**src/exc_map.svh**
```systemverilog
`ifndef EXC_MAP_SVH
`define EXC_MAP_SVH

// Vector numbers of the exception table.
`define VEC_RESET 6'd0
`define VEC_NMI 6'd7
`define VEC_TRAP_BASE 6'd8
`define VEC_IRQ_BASE 6'd12
`define VEC_INT_BASE 6'd20
`define VEC_INT_LAST 6'd60
// Each entry is four bytes wide.
`define VEC_ENTRY_SHIFT 2
// Number of maskable external lines and internal sources.
`define NUM_IRQ 6
`define NUM_INT 30
// Flag register bit positions and reset value.
`define FLAG_I_BIT 7
`define FLAG_UI_BIT 6
`define FLAGS_RESET 8'h80

`endif

```
**src/exc_pkg.sv**
```systemverilog
package exc_pkg;
  typedef enum logic [2:0] {
    ST_HOLD, ST_RESET_MASK, ST_RUN, ST_PUSH_PC, ST_PUSH_FLAGS, ST_MASK, ST_VECTOR
  } exc_state_e;

  // Stack push request towards the datapath.
  typedef struct packed {
    logic valid;
    logic is_flags;
  } push_req_s;

  // Vector fetch request towards the fetch unit.
  typedef struct packed {
    logic valid;
    logic [15:0] addr;
  } vec_req_s;
endpackage : exc_pkg

```
**src/exc_source_select.sv**
```systemverilog
`timescale 1ns/1ps
`include "exc_map.svh"

// Chooses the winning interrupt source and its vector number.
module exc_source_select (
  // Request lines
  input wire logic nmi_req,
  input wire logic [`NUM_IRQ-1:0] irq_req,
  input wire logic [`NUM_INT-1:0] int_req,
  input wire logic [`NUM_INT*6-1:0] int_vec,
  // Result
  output logic any_req,
  output logic [5:0] vec_num
);
  logic [5:0] irq_vec;
  logic [5:0] int_sel;
  logic irq_any;
  logic int_any;

  // Lowest numbered line wins within each group.
  always_comb begin
    irq_vec = `VEC_IRQ_BASE;
    irq_any = 1'b0;
    for (int i = `NUM_IRQ - 1; i >= 0; i--) begin
      if (irq_req[i]) begin
        irq_vec = `VEC_IRQ_BASE + 6'(i);
        irq_any = 1'b1;
      end
    end
    int_sel = `VEC_INT_BASE;
    int_any = 1'b0;
    for (int j = `NUM_INT - 1; j >= 0; j--) begin
      if (int_req[j]) begin
        int_sel = int_vec[j*6 +: 6];
        int_any = 1'b1;
      end
    end
  end

  // The nonmaskable request outranks external lines, which outrank internal ones.
  assign any_req = nmi_req | irq_any | int_any;
  assign vec_num = nmi_req ? `VEC_NMI : (irq_any ? irq_vec : int_sel);
endmodule : exc_source_select

```
**src/exception_priority_vectoring.sv**
```systemverilog
`timescale 1ns/1ps
`include "exc_map.svh"

module exception_priority_vectoring
  import exc_pkg::*;
(
  // Clock, reset and enable
  input wire logic ref_clk,
  input wire logic srst,
  input wire logic clk_en,
  // Reset pin, active low, asynchronous to ref_clk
  input wire logic reset_pin_n,
  // Interrupt sources, already synchronised by the interrupt controller
  input wire logic nmi_req,
  input wire logic [`NUM_IRQ-1:0] irq_req,
  input wire logic [`NUM_INT-1:0] int_req,
  input wire logic [`NUM_INT*6-1:0] int_vec,
  // Core pipeline side
  input wire logic insn_done,
  input wire logic trap_instruction,
  input wire logic [1:0] trap_num,
  input wire logic user_bit_enable,
  input wire logic [7:0] flags_in,
  input wire logic step_ack,
  // Datapath requests
  output push_req_s push_req,
  output vec_req_s vec_req,
  output logic [7:0] condition_flags_register,
  output logic exc_busy,
  output logic core_halt
);
  // ------------------------------------------------------------------
  // Sequencer state and working signals
  // ------------------------------------------------------------------
  exc_state_e state_r, state_nxt;
  logic rst_meta_r, rst_sync_r, rst_prev_r;
  logic [7:0] flags_r, flags_nxt;
  logic [5:0] vec_r, vec_nxt;
  logic trap_r, trap_nxt;
  logic first_done_r, first_done_nxt;
  logic int_any;
  logic [5:0] int_vec_num;
  logic pin_rise, pin_low, int_take, trap_take;

  // ------------------------------------------------------------------
  // Reset pin synchroniser
  // ------------------------------------------------------------------
  // The pin is asynchronous, so no logic reads the first stage directly.
  // Two-stage synchroniser for the reset pin; edges are seen on the second stage.
  always_ff @(posedge ref_clk) begin
    if (srst) begin
      rst_meta_r <= 1'b0;
      rst_sync_r <= 1'b0;
      rst_prev_r <= 1'b0;
    end else if (clk_en) begin
      rst_meta_r <= reset_pin_n;
      rst_sync_r <= rst_meta_r;
      rst_prev_r <= rst_sync_r;
    end
  end

  // ------------------------------------------------------------------
  // Interrupt source selection
  // ------------------------------------------------------------------
  // The selector is purely combinational; the number is captured on the take.
  exc_source_select exc_source_select_i (
    .nmi_req(nmi_req),
    .irq_req(irq_req),
    .int_req(int_req),
    .int_vec(int_vec),
    .any_req(int_any),
    .vec_num(int_vec_num)
  );

  // ------------------------------------------------------------------
  // Acceptance decode
  // ------------------------------------------------------------------
  // reset edge detect.
  assign pin_rise = rst_sync_r & ~rst_prev_r;
  assign pin_low = ~rst_sync_r;
  // boundary gating; block until first instruction done.
  // The mask bit only gates maskable sources; the nonmaskable one bypasses it.
  assign int_take = insn_done & first_done_r &
                    (nmi_req | (int_any & ~flags_in[`FLAG_I_BIT]));
  // Traps need no boundary, since the decoded trap itself ends its instruction.
  // unmasked trap acceptance; loses to an interrupt.
  assign trap_take = trap_instruction & ~int_take;

  // ------------------------------------------------------------------
  // Sequencer next state
  // ------------------------------------------------------------------
  // Next-state logic of the exception sequencer.
  always_comb begin
    state_nxt = state_r;
    flags_nxt = flags_r;
    vec_nxt = vec_r;
    trap_nxt = trap_r;
    first_done_nxt = first_done_r;
    case (state_r)
      ST_HOLD: begin
        // begin on rising edge.
        // A pin already high when srst ends counts as a rise, as the flops reset low.
        if (pin_rise) begin
          state_nxt = ST_RESET_MASK;
        end
      end
      ST_RESET_MASK: begin
        flags_nxt = flags_r | (8'h01 << `FLAG_I_BIT);
        vec_nxt = `VEC_RESET;
        trap_nxt = 1'b0;
        first_done_nxt = 1'b0;
        state_nxt = ST_VECTOR;
      end
      ST_RUN: begin
        flags_nxt = flags_in;
        if (insn_done) begin
          first_done_nxt = 1'b1;
        end
        if (int_take) begin
          vec_nxt = int_vec_num;
          trap_nxt = 1'b0;
          state_nxt = ST_PUSH_PC;
        end else if (trap_take) begin
          vec_nxt = `VEC_TRAP_BASE + {4'h0, trap_num};
          trap_nxt = 1'b1;
          state_nxt = ST_PUSH_PC;
        end
      end
      ST_PUSH_PC: begin
        if (step_ack) begin
          state_nxt = ST_PUSH_FLAGS;
        end
      end
      ST_PUSH_FLAGS: begin
        if (step_ack) begin
          state_nxt = ST_MASK;
        end
      end
      ST_MASK: begin
        // The user bit acts as a second mask level only while user bits are disabled.
        // set mask; user mask on trap.
        flags_nxt = flags_r | (8'h01 << `FLAG_I_BIT);
        if (trap_r && !user_bit_enable) begin
          flags_nxt = flags_nxt | (8'h01 << `FLAG_UI_BIT);
        end
        state_nxt = ST_VECTOR;
      end
      ST_VECTOR: begin
        if (step_ack) begin
          state_nxt = ST_RUN;
        end
      end
      default: begin
        state_nxt = ST_HOLD;
      end
    endcase
  end

  // ------------------------------------------------------------------
  // Sequencer registers
  // ------------------------------------------------------------------
  // The pin override sits here and not in the case, so every state obeys it.
  // Sequencer registers. A low reset pin forces the hold state at any time.
  always_ff @(posedge ref_clk) begin
    if (srst) begin
      state_r <= ST_HOLD;
      flags_r <= `FLAGS_RESET;
      vec_r <= `VEC_RESET;
      trap_r <= 1'b0;
      first_done_r <= 1'b0;
    end else if (clk_en) begin
      state_r <= pin_low ? ST_HOLD : state_nxt;
      flags_r <= flags_nxt;
      vec_r <= vec_nxt;
      trap_r <= trap_nxt;
      first_done_r <= pin_low ? 1'b0 : first_done_nxt;
    end
  end

  // ------------------------------------------------------------------
  // Datapath requests
  // ------------------------------------------------------------------
  // Requests decode the state, so they drop in the cycle after the acknowledge.
  // The address comes from the registered number and stays stable while valid stands.
  // Datapath requests. low 16 bits; number times four.
  assign push_req.valid = (state_r == ST_PUSH_PC) | (state_r == ST_PUSH_FLAGS);
  assign push_req.is_flags = (state_r == ST_PUSH_FLAGS);
  assign vec_req.valid = (state_r == ST_VECTOR);
  assign vec_req.addr = {8'h00, vec_r, 2'b00};
  assign condition_flags_register = flags_r;
  assign exc_busy = (state_r != ST_RUN);
  assign core_halt = (state_r == ST_HOLD) | (state_r == ST_RESET_MASK);
endmodule : exception_priority_vectoring

```
**config.mk**
```make
export PLATFORM = sky130hd
export DESIGN_NAME = exception_priority_vectoring
export DESIGN_NICKNAME = d
export VERILOG_FILES = /design/src/exc_pkg.sv /design/src/exc_source_select.sv /design/src/exception_priority_vectoring.sv
export VERILOG_INCLUDE_DIRS = /design/src
export SDC_FILE = /design/constraint.sdc
export NUM_CORES = 1
export LEC_CHECK = 0
export ABC_AREA = 0
export BUFFER_PORTS_ARGS = -buffer_cell sky130_fd_sc_hd__buf_4
export CORE_ASPECT_RATIO = 0.7
export CORE_MARGIN = 2
export CORE_UTILIZATION = 34
export CTS_BUF_LIST = sky130_fd_sc_hd__clkbuf_4
export CTS_CLUSTER_SIZE = 24
export DETAILED_ROUTE_END_ITERATION = 10
export PLACE_DENSITY_LB_ADDON = 0.12
export SLEW_MARGIN = 25
export SYNTH_ARGS = -nofsm -noshare
export SYNTH_HDL_FRONTEND = slang
export SYNTH_SLANG_ARGS = --single-unit
```
**constraint.sdc**
```tcl
create_clock -name ref_clk -period 6.2 [get_ports ref_clk]
set_clock_uncertainty 0.2 [all_clocks]
set_input_delay 0.93 -clock ref_clk [delete_from_list [all_inputs] [get_ports ref_clk]]
set_output_delay 0.93 -clock ref_clk [all_outputs]
set_load 0.03 [all_outputs]
```
==> results of run 1 <==
==> per-layer routing <==
metal  vias up  wire length [µm]  track usage [%]  part of all wire (%)
li1       2397                 -                -                     -
met1      2246              7110             39.4                    45
met2       256              7020             45.9                    44
met3        26              1440             4.91                   9.1
met4         0               322             5.33                   2.0
met5         -                 0                0                     0
==> worst reg2reg max path, cell delays in order, from the launching register on <==
cell and delay (ns):
dfxtp_1 0.47, nand4bb_1 0.65, nor2_1 0.41, a21oi_2 0.15
a2111oi_0 0.43, a21oi_1 0.12
==> state kept, by name, summed over array words and instances (netlist names) <==
name                      count
condition_flags_register      8
first_done_r                  1
rst_meta_r                    1
rst_prev_r                    1
rst_sync_r                    1
state_r                       3
trap_r                        1
vec_r                         6
==> cell type report <==
| class | count | area [µm²] | area share, % |
|---|---|---|---|
| sequential | 22 | 440 | 8.30 |
| inverter | 41 | 154 | 2.90 |
| multi-input combinational | 433 | 2600 | 49.0 |
| clock buffer | 3 | 22.5 | 0.425 |
| timing repair buffer | 253 | 1900 | 35.8 |
| tap | 128 | 160 | 3.02 |
| clock inverter | 1 | 30.0 | 0.566 |
==> synth_stat cells, drive strengths merged, types with 3 or more instances <==
| library cell | n |
|---|---|
| or3 | 5 |
| inv | 41 |
| o31ai | 8 |
| nor2b | 22 |
| nand2 | 69 |
| a21oi | 64 |
| and2 | 3 |
| or2 | 6 |
| a31oi | 12 |
| nand2b | 16 |
| o311ai | 4 |
| a21o | 3 |
| o22ai | 5 |
| clkbuf | 30 |
| o21ai | 27 |
| nor3 | 12 |
| nor4 | 7 |
| a211oi | 10 |
| o211ai | 18 |
| buf | 12 |
| a2111oi | 9 |
| nand3b | 9 |
| nand3 | 5 |
| nor4b | 3 |
| a221o | 5 |
| nand4 | 5 |
| dfxtp | 22 |
| a22oi | 6 |
| nor3b | 12 |
| mux2i | 3 |
| nor2 | 37 |
| a221oi | 13 |
==> power groups by stage <==
stage          logic (mW)  registers, mW  clock network (mW)
4_1_cts             0.257          0.144               0.115
6_report            0.260          0.144               0.114
3_3_place_gp        0.254          0.147                   0
3_5_place_dp        0.256          0.147                   0
5_1_grt             0.281          0.144               0.121
2_1_floorplan       0.109          0.147                   0
==> layout by cell type (no fill, tap or decap), types with 3 or more instances in the layout <==
cell	n
mux2i_1	3
nand2_1	68
dfxtp_1	22
buf_4	253
or3_1	5
a31oi_1	12
o311ai_0	4
a221oi_1	13
nand3b_1	9
o21ai_0	26
a221o_1	5
a211oi_1	10
o31ai_1	8
clkbuf_4	3
or2_2	6
nor3_1	9
nor4b_1	3
nor2b_1	22
a21oi_1	63
a21o_1	3
a2111oi_0	8
nand3_1	5
nand4_1	5
and2_1	3
nor3b_1	12
a22oi_1	6
conb_1	10
o211ai_1	18
nor4_1	7
o22ai_1	5
nor2_1	36
inv_1	41
nand2b_1	16
==> cell families (layout without fill, tap and decap cells) <==
| group | after synthesis | in the layout | synth area share (%) |
|---|---|---|---|
| other cells | 1 | 10 | 0.112 |
| compound gates | 202 | 202 | 40.7 |
| simple gates | 218 | 218 | 34.6 |
| mux | 3 | 3 | 0.893 |
| buf+inv | 83 | 298 | 10.6 |
| flops | 22 | 22 | 13.1 |
==> metrics by stage <==
step / setup WS [ns] / cell area (µm²) / cells / hold WS, ns / utilization, %
finish: 3.41 / 5310 / 881 / 0.268 / 55.0
global route: 3.27 / 5310 / 881 / 0.300 / 55.0
CTS: 3.42 / 5310 / 881 / 0.268 / 55.0
detailed placement: 3.07 / 5250 / 877 / 0.250 / 54.4
global placement: 3.08 / 5250 / 877 / 0.249 / 54.4
floorplan: 3.40 / 3400 / 538 / 0.250 / -
==> worst min-delay path by stage <==
stage                                             end  slack [ns]
after floorplan                            rst_prev_r        0.25
after global placement    condition_flags_register[3]        0.25
after detailed placement  condition_flags_register[3]        0.25
after CTS                 condition_flags_register[3]        0.27
after global routing                         vec_r[4]        0.30
final                     condition_flags_register[3]        0.27
==> flow_summary.toml, run 1 <==
[floorplanning]
io_pins = 264
initial_utilization_pct = 34.9
dieWidth_um = 123
coreArea_um2 = 9650
die_area_um2 = 10700
die_h_um = 87.2
num_rows = 30

[power]
peakVddDrop_v = 0.0000854
clockPowerShare_pct = 22.0
power_frac_seq_pct = 27.8
netSwitchingPower_uw = 172
p_per_area_nw_per_um2 = 97.6
p_sw_share_pct = 33.3
p_comb_share_pct = 50.2
p_leak_nw = 2.33
p_int_uw = 345
p_total_uw = 518

[worst_setup_path]
reg2reg_to = "vec_r[0]"
crit_arrival_ns = 2.80
r2r-start = "state_r[2]"
crit_chain = "buf_4 -> or4_4 -> or2_2 -> a21oi_1 -> nand4_1 -> a211oi_1 -> o31ai_1"
r2r_cells = 5
crit_end = "vec_r[3]"
crit_family = "simple AND/OR/NAND/NOR gates"
startpoint = "irq_req[0]"
cp_max_fo = 6
critPathKind = "primary input to flop"
critPathBufInv = 1
end_kind = "flop"
cp_num_cells = 7
critPathSlowestCell = "or4_4"
required_ns = 6.21
r2r_setup_slack_ns = 3.67
max_stage_delay_ns = 0.60
cp-start-kind = "primary input"

[layout]
nFillCells = 981
drive_gt1_share_pct = 36.8
area_growth_syn_to_layout_pct = 57.7
nets = 989
n_antenna_cell = 0

[sta]
rsz0062_at_grt = "no"
tightest_slew_ns = 0.842
drv_slew = 0
hold_viol = 0
fmax_ghz = 0.359
slew_headroom_pct = 43.2
fin_crit_sh_pct = 45.0
setup_viol = 0
setup_tns_ns = 0
timing.final.crit_period_ns = 2.79

[synth]
synth-edff-count = 0
synth_top_area_share_pct = 13.1
syn_area_um2 = 3360
avgSynthCellArea_um2 = 6.36
async_flop_share_pct = 0
synth-seq-area-share_pct = 13.1
synth_top_area_cell = "dfxtp_1"
synthFlopType = "dfxtp_1"
ys_types = 60
yosysWarnings = 0
syn-instance-count = 529
synth_seq_cells = 22
ys_top_cells_by_area = "dfxtp_1 (13%), a21oi_1 (9.4%), nand2_1 (7.6%), inv_1 (4.6%), nor2b_1 (4.1%)"

[clock_tree]
hold_buffers = 0
post_cts_buffers = 0
cts_max_level = 1
post_cts_resized = 0
cts_root_buf = "clkbuf_4"
clock_path_buffers = 2
clk_pin_slew_worst_paths_ns = 0.13
clkLatencyLatePin_ns = 0.32
cts_tree = "yes"
cts_made_buffers = 3
clkSinkCount = 22

[placed_design]
port-buffer-count = 253
post-dp-hpwl_mm = 13.5
place_congestion = 0.914

[route]
drc = 0
vias_per_cell = 5.59
first_pass_iters = 5
drt-initial-drc-count = 361
drt.antenna.violating_nets = 0
drt-wirelength-per-cell_um = 18.0
drt-total-wl_mm = 15.9
vias = 4925

[grt]
grt_pass1_wl_mm = 23.7
grt_max_degree = 22
overflow = 0
antenna_found_initial = 0
grt_util_all_layers_pct = 28.2
grt_pass1_vias = 4646

[run]
max_cap_viol_count = 0

[min_path]
min_from = "condition_flags_register[3]"
hold_depth = 2
hold_path.class = "flop to flop"

[status]
outcome = "finished clean"
Power figures use the tool's default switching activity.
==> inputs of run 2 (changes only) <==
--- a/config.mk
+++ b/config.mk
@@ -6,7 +6,7 @@
 export SDC_FILE = /design/constraint.sdc
 export NUM_CORES = 1
 export LEC_CHECK = 0
-export ABC_AREA = 0
+export ABC_AREA = 1
 export BUFFER_PORTS_ARGS = -buffer_cell sky130_fd_sc_hd__buf_4
 export CORE_ASPECT_RATIO = 0.7
 export CORE_MARGIN = 2
==> constraint.sdc (replaced) <==
create_clock -name ref_clk -period 2.66 [get_ports ref_clk]
set_clock_uncertainty 0.2 [all_clocks]
set_input_delay 0.399 -clock ref_clk [delete_from_list [all_inputs] [get_ports ref_clk]]
set_output_delay 0.399 -clock ref_clk [all_outputs]
set_load 0.03 [all_outputs]
==> run 2 against run 1 <==
  * Routed wire length fell by 13%
  * Critical path depth rose by 20
  * Highest routed layer unchanged
  * Non-clock buffer count rose by 45
  * Flip-flop and latch count stayed put
  * Total power rose to 2.7 times the previous value
  * Synthesized area down 7.1%
  * Global-route usage down 1.9 points
  * Critical endpoint is now vec_r[2]
  * Worst setup slack lost 3.2 ns
==> flow_summary.toml, run 2 <==
[route]
first_pass_iters = 5
drt-total-wl_mm = 13.9
drc = 0
vias = 4983
vias_per_cell = 4.81
drt-wirelength-per-cell_um = 13.4
drt.antenna.violating_nets = 0
drt-initial-drc-count = 259

[grt]
grt_pass1_wl_mm = 21.9
grt_pass1_vias = 4655
met2_usage_pct = 43.8
use_met3_pct = 5.10
antenna_found_initial = 0
grt_util_met1_pct = 35.8
grt.busiest_layer = "met2"
grt_max_degree = 14
overflow = 0
grt_util_all_layers_pct = 26.4

[run]
max_cap_viol_count = 0

[worst_setup_path]
end_kind = "flop"
cp_max_fo = 5
r2r_setup_slack_ns = 0.49
cp-start-kind = "primary input"
r2r_cells = 9
reg2reg_to = "vec_r[4]"
critPathKind = "primary input to flop"
r2r-start = "state_r[2]"
crit_arrival_ns = 2.49
required_ns = 2.68

[synth]
syn_area_um2 = 3130
synth_top_area_share_pct = 26.9
yosysWarnings = 0
ys_top_cells_by_area = "nand2_1 (27%), nor2_1 (16%), dfxtp_1 (14%), inv_1 (7.2%), a21oi_1 (5.6%)"
avgSynthCellArea_um2 = 5.02
synthFlopType = "dfxtp_1"
synth_seq_cells = 22
ys_types = 39
syn-instance-count = 623
async_flop_share_pct = 0
post-synth-top-count-cell = "nand2_1"
synth-edff-count = 0
synth_top_area_cell = "nand2_1"
synth-seq-area-share_pct = 14.1
synth_commonest_cells = "nand2_1 (224), nor2_1 (133), inv_1 (60), a21oi_1 (35), dfxtp_1 (22)"

[sta]
rsz0062_at_grt = "yes"
setup_viol = 0
fin_crit_sh_pct = 93.1
hold_viol = 0
fin_ws_ns = 0.183
fmax_ghz = 0.404
setup_tns_ns = 0
timing.final.crit_period_ns = 2.48
drv_slew = 0
fin_hold_ws_ns = 0.0903

[power]
p_total_mw = 1.40
p_leak_nw = 3.01
peakVddDrop_v = 0.000213
p_per_area_nw_per_um2 = 251

[clock_tree]
hold_buffers = 0
cts_max_level = 1
clkSinkCount = 22
cts_root_buf = "clkbuf_4"
clock_path_buffers = 2
clkLatencyLatePin_ns = 0.32
cts_tree = "yes"
cts_made_buffers = 3
clk_pin_slew_worst_paths_ns = 0.14

[layout]
regArea_um2 = 440
area_growth_syn_to_layout_pct = 77.7
layout_common_cells = "buf_4 (292), nand2_1 (219), nor2_1 (131)"
instances_no_fill = 1035
stdcell_area_um2 = 5550
drive_gt1_share_pct = 36.7
multi_input_area_um2 = 2350
largest_register_ffs = 8
nFillCells = 912
nets = 1146
final_common_cell = "buf_4"
postLayoutCoreUtil_pct = 61.7

[placed_design]
place_congestion = 0.942
post-dp-hpwl_mm = 12.0
place_area_um2 = 5370
port-buffer-count = 253
dp_slack_ns = -0.204
dp_cells = 1028

[min_path]
hold_path_end = "condition_flags_register[3]"
hold_path.class = "primary input to flop"
hold_depth = 3
min_from = "flags_in[3]"

[floorplanning]
num_rows = 29
die_h_um = 84.2
die_area_um2 = 9990
coreArea_um2 = 9000
dieWidth_um = 119
io_pins = 264
initial_utilization_pct = 34.7

[status]
outcome = "finished clean"
[run 2: cell types whose count changed in the layout (fill, tap and decap cells not counted), moves of 8 or more]
cell,change
nand3b_1,-9
a2111oi_0,-8
nor3b_1,-12
nor2_1,+95
nand3_1,+10
nor2b_1,-22
o211ai_1,-16
buf_4,+39
nand2b_1,-16
nand2_1,+151
inv_1,+16
a21oi_1,-29
o22ai_1,+10
[run 2: logic make-up (layout without fill, tap and decap cells)]
family	Yosys count	count (layout)	share of synthesized area, %
other	1	11	0.120
AND/OR/NAND/NOR	401	401	50.9
buffers and inverters	90	368	13.3
AO/OA/AOI/OAI	109	109	21.6
flip-flops	22	22	14.1
[run 2: worst max-delay path by stage]
stage / slack (ns) / to / from
finish: 0.18 / vec_r[2] / int_req[20]
global route: -0.1 / vec_r[0] / int_req[28]
CTS: 0.13 / vec_r[2] / int_req[28]
detailed placement: -0.20 / vec_r[2] / int_req[28]
global placement: -0.19 / vec_r[2] / int_req[20]
floorplan: 0.30 / vec_r[0] / int_req[24]
[run 2: area by class of cell]
type	count	share of cell area (%)
clock buffer	3	0.406
clock inverter	1	0.541
antenna	1	0.0451
sequential	22	7.93
timing repair buffer	298	41.1
tap	124	2.79
inverter	66	4.87
multi-input combinational	520	42.3
[run 2: critical path: stages]
cell	delay (ns)
buf_4	0.11
or2_1	0.26
buf_4	0.17
a211oi_2	0.19
nand2_1	0.10
nand2_1	0.07
nand2_1	0.05
nand2_1	0.05
nand2_1	0.05
nand2_1	0.05
nand2_1	0.05
nand2_1	0.06
nand2_1	0.05
nand2_2	0.07
nand2_1	0.05
nand2_1	0.08
nand2_1	0.06
nand2_1	0.08
nand2_1	0.05
nand2_1	0.06
nand2_1	0.05
nand2_1	0.05
nand2_1	0.05
nand2_1	0.06
nand2_1	0.05
nand2_1	0.07
a21oi_2	0.05
[run 2: power by group]
group | internal [mW] | switching (mW) | total, mW
clock network | 0.152 | 0.110 | 0.263
registers | 0.345 | 0.0132 | 0.359
logic | 0.402 | 0.373 | 0.775
total | 0.900 | 0.496 | 1.40
[run 2: what timing repair did]
action / 4_1_cts / 5_1_grt
resized for setup: 0 / 37
buffers inserted: 0 / 2
endpoints found under the setup margin: 0 / 6
[run 2: routing by layer]
metal	up-vias	share of wire, %
li1	2573	-
met1	2187	45
met2	197	46
met3	26	6.8
met4	0	2.1
met5	-	0
==> inputs of run 3 (changes only) <==
--- a/config.mk
+++ b/config.mk
@@ -18,4 +18,5 @@
 export SLEW_MARGIN = 25
 export SYNTH_ARGS = -nofsm -noshare
 export SYNTH_HDL_FRONTEND = slang
+export SYNTH_HIERARCHICAL = 1
 export SYNTH_SLANG_ARGS = --single-unit
==> run 3 against run 2 <==
  * Maximum frequency rose by 9.3%
  * First-iteration DRC count rose by 47%
  * Final cell count fell by 9.4%
  * Non-clock buffer count fell by 43
  * Synthesized area fell by 3.0%
  * Die area fell by 2.9%
  * Total power fell by 14%
  * Critical endpoint unchanged
  * Global-route usage rose by 1.7 points
  * Final area fell by 9.3%
  * Sequential share of layout area rose by 0.81 points
==> flow_summary.toml, run 3 <==
[synth]
post-synth-top-count-cell = "nand2_1"
synth-compound-area-share_pct = 23.2
synth-edff-count = 0
synth_top_area_cell = "nand2_1"
avgSynthCellArea_um2 = 5.36
post_synth_mux_area_share_pct = 0
synth_commonest_cells = "nand2_1 (160), nor2_1 (111), inv_1 (61), a221oi_1 (30), a21oi_1 (27)"
synth-simple-area-share_pct = 48.7
syn-instance-count = 566
async_flop_share_pct = 0
synth_top_area_share_pct = 19.8
yosysWarnings = 6
synthFlopType = "dfxtp_1"
ys_top_cells_by_area = "nand2_1 (20%), dfxtp_1 (15%), nor2_1 (14%), a221oi_1 (8.7%), inv_1 (7.6%)"
synthAdderAreaFrac_pct = 0
syn_area_um2 = 3030
synth_seq_cells = 22
synth_xor_area_share_pct = 0
synth-seq-area-share_pct = 14.5
synth_top_family_by_area = "simple AND/OR/NAND/NOR gates"
ys_types = 33

[clock_tree]
clk_pin_slew_worst_paths_ns = 0.12
post_cts_buffers = 0
post_cts_resized = 0
hold_buffers = 0
cts_max_level = 1
cts_tree = "yes"
clock_path_buffers = 2
clkLatencyLatePin_ns = 0.31
cts_made_buffers = 3
cts_root_buf = "clkbuf_4"
clkSinkCount = 22

[sta]
timing.final.crit_period_ns = 2.27
fin_crit_sh_pct = 85.2
setup_viol = 0
rsz0062_at_grt = "no"
hold_viol = 0
fmax_ghz = 0.441
slew_headroom_pct = 66.5
drv_slew = 0
setup_tns_ns = 0
tightest_slew_ns = 0.500

[layout]
largest_register_ffs = 8
final_common_cell = "buf_4"
drive_gt1_share_pct = 36.7
layout_common_cells = "buf_4 (255), nand2_1 (160), nor2_1 (111)"
instances_no_fill = 938
stdcell_area_um2 = 5040
area_growth_syn_to_layout_pct = 66.2
nets = 1054
regArea_um2 = 440
n_antenna_cell = 0
nFillCells = 878
multi_input_area_um2 = 2220

[power]
peakVddDrop_v = 0.000127
p_per_area_nw_per_um2 = 239
p_comb_share_pct = 56.5
netSwitchingPower_uw = 460
power_frac_seq_pct = 30.2
p_sw_share_pct = 38.2
clockPowerShare_pct = 13.3
p_leak_nw = 2.66
p_int_uw = 743

[worst_setup_path]
critPathKind = "primary input to flop"
end_kind = "flop"
crit_arrival_ns = 2.32
cp-start-kind = "primary input"
required_ns = 2.71
cp_max_fo = 9

[placed_design]
place_area_um2 = 5010
port-buffer-count = 253
dp_cells = 934
place_congestion = 1.11
post-dp-hpwl_mm = 12.7

[route]
drt-wirelength-per-cell_um = 15.4
drt-total-wl_mm = 14.5
drc = 0
vias_per_cell = 5.08
drt-initial-drc-count = 380
first_pass_iters = 5
drt.antenna.violating_nets = 0
vias = 4765

[run]
max_cap_viol_count = 0

[floorplanning]
coreArea_um2 = 8550
dieWidth_um = 117
die_h_um = 83.0
io_pins = 264
initial_utilization_pct = 35.5
num_rows = 28
die_area_um2 = 9700

[grt]
grt_max_degree = 20
antenna_found_initial = 0
grt_pass1_vias = 4555
grt_pass1_wl_mm = 21.7
overflow = 0
grt_util_all_layers_pct = 28.1

[status]
outcome = "finished clean"

[min_path]
hold_path.class = "primary input to flop"
[run 3: critical path: stages]
cell	delay, ns
buf_4	0.13
inv_2	0.09
nand2_1	0.15
nor2_1	0.18
nand3_1	0.09
nor4_1	0.27
nand4_1	0.13
nand2_1	0.09
nand2_1	0.12
nand2_8	0.11
nand2_1	0.09
nand2_4	0.09
nand2_8	0.07
inv_2	0.10
nand2_1	0.06
a21oi_1	0.14
[run 3: cell families after synthesis]
family / after synthesis
AOI/OAI and AO/OA: 106
buffers and inverters: 93
DFF: 22
and+or+nand+nor: 344
other: 1
[run 3: cell type report]
cell class,count,area share (%)
clock buffer,3,0.447
tap,120,2.98
sequential,22,8.74
clock inverter,1,0.0745
timing repair buffer,255,38.0
multi-input combinational,460,44.0
inverter,77,5.74
[run 3: power groups by stage]
stage | logic [mW] | clock network [mW] | registers (mW)
2_1_floorplan | 0.297 | 0 | 0.382
4_1_cts | 0.674 | 0.163 | 0.363
3_3_place_gp | 0.667 | 0 | 0.369
3_5_place_dp | 0.672 | 0 | 0.370
5_1_grt | 0.739 | 0.175 | 0.366
6_report | 0.680 | 0.160 | 0.363
[run 3: path summary, 6_finish.rpt]
| path | start | end | slack (ns) | depth (start not counted) |
|---|---|---|---|---|
| setup / recovery | int_req[18] | vec_r[2] | 0.39 | 16 |
| hold / removal | srst | vec_r[4] | 0.06 | 2 |
| setup reg to reg | state_r[2] | condition_flags_register[6] | 0.95 | 7 |
| hold reg to reg | first_done_r | first_done_r | 0.26 | 2 |
[run 3: metrics by stage]
step / power (mW) / hold slack (ns) / util, % / setup slack, ns
3_3_place_gp: 1.04 / 0.236 / 58.6 / 0.128
3_5_place_dp: 1.04 / 0.241 / 58.6 / 0.0839
5_1_grt: 1.28 / 0.0558 / 58.9 / 0.126
4_1_cts: 1.20 / 0.0547 / 58.9 / 0.428
2_1_floorplan: 0.679 / 0.226 / - / 0.503
6_report: 1.20 / 0.0623 / 58.9 / 0.395
[run 3: metal layers]
metal,vias up,global-route usage [%],routed length (µm)
li1,2353,-,-
met1,2123,37.6,6180
met2,259,44.7,6460
met3,30,5.99,1360
met4,0,8.88,472
met5,-,0,0
